File: src/flash_ctl_pkg.sv
// constants for the flash program/erase control block
// Functional notes
// - write enable gate bit 6 low refuses setting other mode or block bits
// - erase setup bit 5 enters erase setup, clearing it cancels
// - erase bit 1 takes effect only with gate and erase setup high
// - program setup bit 4 enters program setup, clearing it cancels
// - program bit 0 takes effect only with gate and program setup high
// - erase verify bit 3 enters erase verify, clearing it leaves
// - program verify bit 2 enters program verify, clearing it leaves
// - failed operation sets error flag bit 7 and forces error protection
// - block select register held at zero while gate is low
// - write leaving several block bits set clears whole register
// - block bits 0 to 3 select 1 kbyte blocks from 0x0000 up
// - block bit 4 selects 0x1000 through 0x7fff
// - block bit 5 selects 0x8000 through 0xbfff
// - block bit 6 selects 0xc000 through 0xdfff
// - reserved bit 7 of mode and block registers reads zero
// - reserved bits 6 to 0 of status register read zero
// - control registers accessible only while access enable bit is 1
package flash_ctl_pkg;

  // register offsets
  localparam logic [7:0] MODE_CTRL_OFS   = 8'h00;
  localparam logic [7:0] PROG_STATUS_OFS = 8'h01;
  localparam logic [7:0] BLOCK_SEL_OFS   = 8'h02;
  localparam logic [7:0] ACCESS_EN_OFS   = 8'h03;

  // mode control fields
  localparam int unsigned PROGRAM_BIT   = 0;
  localparam int unsigned ERASE_BIT     = 1;
  localparam int unsigned PVERIFY_BIT   = 2;
  localparam int unsigned EVERIFY_BIT   = 3;
  localparam int unsigned PSETUP_BIT    = 4;
  localparam int unsigned ESETUP_BIT    = 5;
  localparam int unsigned GATE_BIT      = 6;
  // status and access fields
  localparam int unsigned ERROR_BIT     = 7;
  localparam int unsigned ACCESS_BIT    = 7;

  // reset values
  localparam logic [7:0] MODE_CTRL_RST  = 8'h00;
  localparam logic [7:0] BLOCK_SEL_RST  = 8'h00;
  localparam logic       ERROR_RST      = 1'b0;
  localparam logic       ACCESS_EN_RST  = 1'b0;
  localparam logic [7:0] READ_IDLE      = 8'h00;

  // erase blocks
  localparam int unsigned BLOCK_COUNT   = 7;
  localparam logic [15:0] BLOCK_BASE [BLOCK_COUNT] = '{
    16'h0000, 16'h0400, 16'h0800, 16'h0c00, 16'h1000, 16'h8000, 16'hc000};
  localparam logic [15:0] BLOCK_LIMIT [BLOCK_COUNT] = '{
    16'h03ff, 16'h07ff, 16'h0bff, 16'h0fff, 16'h7fff, 16'hbfff, 16'hdfff};

endpackage : flash_ctl_pkg

File: src/flash_program_erase_control.sv
// register front end and mode sequencing for flash program and erase
module flash_program_erase_control #(
  parameter int unsigned BLOCKS = flash_ctl_pkg::BLOCK_COUNT
) (
  // clock, reset, enable
  input  wire logic              ref_clk,
  input  wire logic              srst,
  input  wire logic              ce,
  // register port
  input  wire logic [7:0]        reg_addr,
  input  wire logic [7:0]        reg_wdata,
  input  wire logic              reg_wr,
  input  wire logic              reg_rd,
  output logic      [7:0]        reg_rdata,
  // flash array result
  input  wire logic              array_fault,
  // mode controls to the array
  output logic                   write_enable_gate,
  output logic                   erase_setup,
  output logic                   program_setup,
  output logic                   erase_verify,
  output logic                   program_verify,
  output logic                   erase_mode,
  output logic                   program_mode,
  output logic                   op_error_flag,
  output logic                   ctrl_reg_access_enable,
  // erase target
  output logic      [BLOCKS-1:0] block_sel,
  output logic      [15:0]       erase_base,
  output logic      [15:0]       erase_limit,
  output logic                   erase_target_valid
);

  function automatic logic reg_hit(input logic [7:0] addr,
                                   input logic [7:0] ofs,
                                   input logic       strobe);
    return strobe && (addr == ofs);
  endfunction : reg_hit

  logic              gate_q;
  logic              gate_d;
  logic              esetup_q;
  logic              psetup_q;
  logic              everify_q;
  logic              pverify_q;
  logic              erase_q;
  logic              program_q;
  logic              error_q;
  logic              access_q;
  logic [BLOCKS-1:0] block_q;
  logic [BLOCKS-1:0] block_kept;
  logic              block_multi;
  logic [15:0]       base_d;
  logic [15:0]       limit_d;
  logic              any_d;
  logic [15:0]       base_q;
  logic [15:0]       limit_q;
  logic              any_q;
  logic [7:0]        rdata_q;
  logic [7:0]        rd_mux;
  logic              wr_mode;
  logic              wr_block;
  logic              wr_access;
  logic              fault_evt;
  logic              protect;
  logic              may_set;

  // register decode, mode and block writes gated by the access enable
  assign wr_mode   = access_q &&
                     reg_hit(reg_addr, flash_ctl_pkg::MODE_CTRL_OFS,
                             reg_wr);
  assign wr_block  = access_q &&
                     reg_hit(reg_addr, flash_ctl_pkg::BLOCK_SEL_OFS,
                             reg_wr);
  assign wr_access = reg_hit(reg_addr, flash_ctl_pkg::ACCESS_EN_OFS,
                             reg_wr);
  // status writes fall through with no effect

  // failure only counts while an operation runs
  assign fault_evt = array_fault && (program_q || erase_q);
  assign protect   = error_q || fault_evt;
  assign may_set   = wr_mode && gate_q;

  always_comb
  begin
    gate_d = gate_q;
    if (wr_mode)
      gate_d = reg_wdata[flash_ctl_pkg::GATE_BIT];
  end

  // access enable register
  always_ff @(posedge ref_clk)
  begin
    if (srst)
      access_q <= flash_ctl_pkg::ACCESS_EN_RST;
    else if (ce && wr_access)
      access_q <= reg_wdata[flash_ctl_pkg::ACCESS_BIT];
  end

  // write enable gate
  always_ff @(posedge ref_clk)
  begin
    if (srst)
      gate_q <= flash_ctl_pkg::MODE_CTRL_RST[flash_ctl_pkg::GATE_BIT];
    else if (ce)
      gate_q <= gate_d;
  end

  // setup states
  always_ff @(posedge ref_clk)
  begin
    if (srst)
    begin
      esetup_q <= flash_ctl_pkg::MODE_CTRL_RST[flash_ctl_pkg::ESETUP_BIT];
      psetup_q <= flash_ctl_pkg::MODE_CTRL_RST[flash_ctl_pkg::PSETUP_BIT];
    end
    else if (ce)
    begin
      if (!gate_d || protect)
      begin
        esetup_q <= 1'b0;
        psetup_q <= 1'b0;
      end
      else if (may_set)
      begin
        esetup_q <= reg_wdata[flash_ctl_pkg::ESETUP_BIT];
        psetup_q <= reg_wdata[flash_ctl_pkg::PSETUP_BIT];
      end
    end
  end

  // erase and program modes
  always_ff @(posedge ref_clk)
  begin
    if (srst)
    begin
      erase_q   <= flash_ctl_pkg::MODE_CTRL_RST[flash_ctl_pkg::ERASE_BIT];
      program_q <= flash_ctl_pkg::MODE_CTRL_RST[flash_ctl_pkg::PROGRAM_BIT];
    end
    else if (ce)
    begin
      if (!gate_d || protect)
      begin
        erase_q   <= 1'b0;
        program_q <= 1'b0;
      end
      else if (may_set)
      begin
        // entry needs the matching setup already held
        erase_q   <= reg_wdata[flash_ctl_pkg::ERASE_BIT] &&
                     esetup_q;
        program_q <= reg_wdata[flash_ctl_pkg::PROGRAM_BIT] &&
                     psetup_q;
      end
    end
  end

  // verify modes stay usable under error protection
  always_ff @(posedge ref_clk)
  begin
    if (srst)
    begin
      everify_q <= flash_ctl_pkg::MODE_CTRL_RST[flash_ctl_pkg::EVERIFY_BIT];
      pverify_q <= flash_ctl_pkg::MODE_CTRL_RST[flash_ctl_pkg::PVERIFY_BIT];
    end
    else if (ce)
    begin
      if (!gate_d)
      begin
        everify_q <= 1'b0;
        pverify_q <= 1'b0;
      end
      else if (may_set)
      begin
        everify_q <= reg_wdata[flash_ctl_pkg::EVERIFY_BIT];
        pverify_q <= reg_wdata[flash_ctl_pkg::PVERIFY_BIT];
      end
    end
  end

  // error flag, cleared by reset only
  always_ff @(posedge ref_clk)
  begin
    if (srst)
      error_q <= flash_ctl_pkg::ERROR_RST;
    else if (ce && fault_evt)
      error_q <= 1'b1;
  end

  block_select_filter #(
    .BLOCKS    (BLOCKS)
  ) u_filter (
    .wr_bits   (reg_wdata[BLOCKS-1:0]),
    .kept_bits (block_kept),
    .multi_sel (block_multi)
  );

  // erase block select
  always_ff @(posedge ref_clk)
  begin
    if (srst)
      block_q <= flash_ctl_pkg::BLOCK_SEL_RST[BLOCKS-1:0];
    else if (ce)
    begin
      if (!gate_d)
        block_q <= '0;
      else if (wr_block && gate_q)
        block_q <= block_kept;
    end
  end

  block_range_decode #(
    .BLOCKS  (BLOCKS)
  ) u_range (
    .sel     (block_q),
    .base    (base_d),
    .limit   (limit_d),
    .any_sel (any_d)
  );

  // registered erase span
  always_ff @(posedge ref_clk)
  begin
    if (srst)
    begin
      base_q  <= 16'h0000;
      limit_q <= 16'h0000;
      any_q   <= 1'b0;
    end
    else if (ce)
    begin
      base_q  <= base_d;
      limit_q <= limit_d;
      any_q   <= any_d;
    end
  end

  // read multiplexer
  always_comb
  begin
    rd_mux = flash_ctl_pkg::READ_IDLE;
    if (reg_addr == flash_ctl_pkg::ACCESS_EN_OFS)
      rd_mux[flash_ctl_pkg::ACCESS_BIT] = access_q;
    else if (access_q)
    begin
      unique case (reg_addr)
        flash_ctl_pkg::MODE_CTRL_OFS:
        begin
          // bit 7 left at zero
          rd_mux[flash_ctl_pkg::GATE_BIT]    = gate_q;
          rd_mux[flash_ctl_pkg::ESETUP_BIT]  = esetup_q;
          rd_mux[flash_ctl_pkg::PSETUP_BIT]  = psetup_q;
          rd_mux[flash_ctl_pkg::EVERIFY_BIT] = everify_q;
          rd_mux[flash_ctl_pkg::PVERIFY_BIT] = pverify_q;
          rd_mux[flash_ctl_pkg::ERASE_BIT]   = erase_q;
          rd_mux[flash_ctl_pkg::PROGRAM_BIT] = program_q;
        end
        flash_ctl_pkg::PROG_STATUS_OFS:
          rd_mux[flash_ctl_pkg::ERROR_BIT] = error_q;
        flash_ctl_pkg::BLOCK_SEL_OFS:
          rd_mux[BLOCKS-1:0] = block_q;
        default:
          rd_mux = flash_ctl_pkg::READ_IDLE;
      endcase
    end
  end

  // read data stand only in the cycle after the strobe
  always_ff @(posedge ref_clk)
  begin
    if (srst)
      rdata_q <= flash_ctl_pkg::READ_IDLE;
    else if (ce)
      rdata_q <= reg_rd ? rd_mux : flash_ctl_pkg::READ_IDLE;
  end

  assign reg_rdata              = rdata_q;
  assign write_enable_gate      = gate_q;
  assign erase_setup            = esetup_q;
  assign program_setup          = psetup_q;
  assign erase_verify           = everify_q;
  assign program_verify         = pverify_q;
  assign erase_mode             = erase_q;
  assign program_mode           = program_q;
  assign op_error_flag          = error_q;
  assign ctrl_reg_access_enable = access_q;
  assign block_sel              = block_q;
  assign erase_base             = base_q;
  assign erase_limit            = limit_q;
  assign erase_target_valid     = any_q;
endmodule : flash_program_erase_control

File: src/block_select_filter.sv
// screens a block select write for more than one set bit
module block_select_filter #(
  parameter int unsigned BLOCKS = flash_ctl_pkg::BLOCK_COUNT
) (
  // written value
  input  wire logic [BLOCKS-1:0] wr_bits,
  // value to store
  output logic      [BLOCKS-1:0] kept_bits,
  output logic                   multi_sel
);

  function automatic logic several_set(input logic [BLOCKS-1:0] v);
    logic seen;
    logic more;
    seen = 1'b0;
    more = 1'b0;
    for (int i = 0; i < BLOCKS; i++)
    begin
      more = more | (seen & v[i]);
      seen = seen | v[i];
    end
    return more;
  endfunction : several_set

  assign multi_sel = several_set(wr_bits);
  // several bits at once wipe the register
  assign kept_bits = multi_sel ? '0 : wr_bits;

endmodule : block_select_filter

File: src/block_range_decode.sv
// turns the one-hot block select into the erase address span
module block_range_decode #(
  parameter int unsigned BLOCKS = flash_ctl_pkg::BLOCK_COUNT
) (
  // one-hot selection
  input  wire logic [BLOCKS-1:0] sel,
  // selected span
  output logic      [15:0]       base,
  output logic      [15:0]       limit,
  output logic                   any_sel
);

  logic [15:0] base_acc  [BLOCKS+1];
  logic [15:0] limit_acc [BLOCKS+1];

  assign base_acc[0]  = 16'h0000;
  assign limit_acc[0] = 16'h0000;

  generate
    for (genvar i = 0; i < BLOCKS; i++)
    begin : g_blk
      assign base_acc[i+1]  = base_acc[i] |
        (sel[i] ? flash_ctl_pkg::BLOCK_BASE[i] : 16'h0000);
      assign limit_acc[i+1] = limit_acc[i] |
        (sel[i] ? flash_ctl_pkg::BLOCK_LIMIT[i] : 16'h0000);
    end
  endgenerate

  assign base    = base_acc[BLOCKS];
  assign limit   = limit_acc[BLOCKS];
  assign any_sel = |sel;

endmodule : block_range_decode

File: config.mk
export PLATFORM = sky130hd
export DESIGN_NAME = flash_program_erase_control
export DESIGN_NICKNAME = d
export VERILOG_FILES = /design/src/flash_ctl_pkg.sv /design/src/flash_program_erase_control.sv /design/src/block_select_filter.sv /design/src/block_range_decode.sv
export SDC_FILE = /design/constraint.sdc
export NUM_CORES = 1
export LEC_CHECK = 0
export ABC_AREA = 1
export BUFFER_PORTS_ARGS = -buffer_cell sky130_fd_sc_hd__buf_2
export CELL_PAD_IN_SITES_DETAIL_PLACEMENT = 0
export CELL_PAD_IN_SITES_GLOBAL_PLACEMENT = 1
export CORE_ASPECT_RATIO = 1.75
export CORE_MARGIN = 3
export CORE_UTILIZATION = 36
export CTS_BUF_LIST = sky130_fd_sc_hd__clkbuf_16
export CTS_CLUSTER_SIZE = 20
export DETAILED_ROUTE_END_ITERATION = 10
export PLACE_DENSITY = 0.85
export SKIP_LAST_GASP = 1
export SYNTH_ARGS = -nofsm -noshare
export SYNTH_HDL_FRONTEND = slang
export SYNTH_SLANG_ARGS = --single-unit
File: constraint.sdc
create_clock -name ref_clk -period 2.8 [get_ports ref_clk]
set_input_delay 0.28 -clock ref_clk [delete_from_list [all_inputs] [get_ports ref_clk]]
set_output_delay 0.28 -clock ref_clk [all_outputs]
set_load 0.01 [all_outputs]
==> flow_metrics.tcl <==
set metrics [dict create \
    outcome "finished, final reports clean" \
    setup_tns_ns 0 \
    grt_pass1_vias 1784 \
    multiInputGateArea_um2 975.9 \
    n_fill_cell 547 \
    pwr-share-comb 0.136 \
    htree_levels 2 \
    final_antenna_net_count 0 \
    period_share 0.4897 \
    cts_buffers 5 \
    slew_violations 0 \
    required_ns 3.01 \
    critPathMaxFanout 8 \
    r2r-start "ctrl_reg_access_enable$_SDFFE_PP0P_" \
    drt_iter0_drc 47 \
    slew_headroom 0.5828 \
    nets 347 \
    overflow 0 \
    die_h_um 103.6 \
    dr.pass1.iters 4 \
    drc 0 \
    n_antenna_cell 0 \
    ctsHoldBuffers 0 \
    synth_edf_count 0 \
    ys_warn_count 0 \
    maxCapViolCount 0 \
    io_buffers 67 \
    hold_class "in -> reg" \
    timing.rr.end "block_sel[6]$_SDFFE_PP0P_" \
    powerDensity_nw_per_um2 574.0 \
    ys_dominant_reg_cell "dfxtp_1" \
    track_usage 0.1660 \
    clkTransAtPathRegs_ns 0.05 \
    place_congestion 0.7759 \
    clock_path_buffers 2 \
    fin_ws_ns 1.429 \
    numPlacedInstances 372 \
    synth_common_cells "nand2_1, dfxtp_1, a21oi_1, inv_1, nor2_1" \
    start_util 0.3841 \
    power.switching_w 0.0003432 \
    die_area_um2 6402 \
    seq_power_share 0.407 \
    synth.most_common_cell "nand2_1" \
    hold_path_depth 3 \
    pwr-share-clk 0.457 \
    hold_start "reg_wdata[7]" \
    finalCriticalPeriod_ns 1.371 \
    wire_per_inst_um 12.87 \
    dpl.hpwl_um 3814 \
    layout-drive-gt1-share 0.2914 \
    clock-sinks 36 \
    register_area_um2 720.7 \
    grt_pass1_wl_um 8204 \
    hold_end "ctrl_reg_access_enable$_SDFFE_PP0P_" \
    critPathCaptureType "flip-flop" \
    synth.area.top_cells "dfxtp_1, nand2_1, buf_4" \
    finalSetupViolations 0 \
    grt_antenna_before_repair 0 \
    cts_tree "done" \
    netlist.area_leader.share 0.3676 \
    clockRootBuffer "clkbuf_16" \
    finish.utilization 0.4632 \
    num_vias 1878 \
    via_per_inst 4.942 \
    fmax_ghz 0.7294 \
    synth_cell_types 29 \
    ir_worst_vdd_mv 0.2091 \
    post_cts_buffers 0 \
    area.growth.synth_to_final_pct 20.61 \
    worstMarginPinSlew_ns 0.6252 \
    yosysSeqAreaShare 0.3676 \
    rsz0062_at_grt "false" \
    syn_inst 271 \
    yosysTopAreaCell "dfxtp_1" \
    leakagePower_nw 1.127 \
    fin_worst_skew_ns 0.003674 \
    syn-cell-area_um2 1961 \
    reg2regPathDepth 8 \
    crit_arrival_ns 1.58 \
    coreArea_um2 5105 \
    place_ws_ns 1.234 \
    critPathLaunchType "flip-flop" \
    crit_type "reg -> reg" \
    yosys_register_bits 36 \
    p_int_w 0.001014 \
    post_cts_resized 0 \
    avgSynthCellArea_um2 7.235 \
    instances_no_fill 380 \
    hold_viol 0 \
    clk_latency_ns 0.28 \
    num_rows 34 \
    ios 79 \
    p_sw_frac 0.2528 \
    ys_async_sr_fraction 0 \
    routed_wl_um 4891 \
    die_w_um 61.79 \
    p_total_w 0.001357 \
    regToRegSetupSlack_ns 1.43 \
    grt_max_degree 28 \
]
-- final cells by class --
class	count	area share
multi-input cells	189	0.4127
flip-flops and latches	36	0.3048
repair buffers	68	0.1450
clock buffers	5	0.05291
inverters	25	0.03968
well taps	54	0.02857
clock inverters	3	0.01640
-- how the worst max path moves through the flow --
stage	start	end	slack, ns	cells past startpoint
finish	ctrl_reg_access_enable$_SDFFE_PP0P_	block_sel[6]$_SDFFE_PP0P_	1.43	8
global route	ctrl_reg_access_enable$_SDFFE_PP0P_	erase_verify$_SDFFE_PP0P_	1.27	8
CTS	ctrl_reg_access_enable$_SDFFE_PP0P_	block_sel[6]$_SDFFE_PP0P_	1.40	8
detailed placement	ce	block_sel[1]$_SDFFE_PP0P_	1.23	7
global placement	ce	block_sel[2]$_SDFFE_PP0P_	1.24	7
floorplan	reg_addr[7]	block_sel[3]$_SDFFE_PP0P_	1.49	10
-- flip-flops by register name (all words and copies together), names as in the netlist --
name                    flops
erase_base                  5
erase_mode                  1
ctrl_reg_access_enable      1
block_sel                   7
op_error_flag               1
program_setup               1
reg_rdata                   8
erase_limit                 6
erase_target_valid          1
erase_setup                 1
write_enable_gate           1
program_verify              1
erase_verify                1
program_mode                1
-- per-layer routing --
metal  vias to the layer above  track usage  routed length, um
li1                        961            -                  -
met1                       852       0.1808               1944
met2                        58       0.2969               2629
met3                         7      0.03113                231
met4                         0      0.06222                 85
met5                         -            0                  0
-- layout by cell type (no fill, tap or decap) --
cell       instances
bufinv_16          1
clkinv_2           1
inv_1             26
nor2_1            25
nor2_8             1
nand3_4            2
and3b_1            1
and2_1             1
a31oi_1            3
nand4_1            4
clkbuf_16          5
o2111ai_1          1
nor2_4             1
a21oi_2            1
buf_2             67
a211oi_1           1
conb_1            11
o21ai_1            6
buf_4              1
nor2_2             4
nand2_8            1
nand2_1           49
nand3_1           17
dfxtp_1           36
nand2_2            4
a21oi_1           32
o21ai_0           14
nand2_4            6
nor3_1             1
o22ai_1            3
-- cell families after synthesis --
family          Yosys count  synth area share
buf+inv                  56            0.1538
flops                    36            0.3676
compound gates           61            0.1647
simple gates            117            0.3121
other cells               1          0.001913
-- stage by stage --
step | area, um^2 | hold slack [ns]
6_report | 2365 | 0.2841
2_1_floorplan | 1998 | 0.4599
3_3_place_gp | 2201 | 0.4499
3_5_place_dp | 2201 | 0.4534
4_1_cts | 2365 | 0.2884
5_1_grt | 2365 | 0.2986
-- power by group through the flow --
stage,Sequential (W),Clock [W],Combinational [W]
2_1_floorplan,0.000570,0,0.000137
3_3_place_gp,0.000564,0,0.000184
3_5_place_dp,0.000564,0,0.000186
4_1_cts,0.000553,0.000629,0.000187
5_1_grt,0.000557,0.000652,0.000209
6_report,0.000553,0.000620,0.000184
-- worst max-delay path, stage by stage, from the launching register on --
cell,delay (ns)
dfxtp_1,0.36
nand2_1,0.10
inv_1,0.17
nand3_4,0.16
nand2_4,0.17
nand2_4,0.06
nand2_4,0.10
o21ai_1,0.07
nor2_1,0.11
Note: power is estimated with default switching activity, not from simulation.
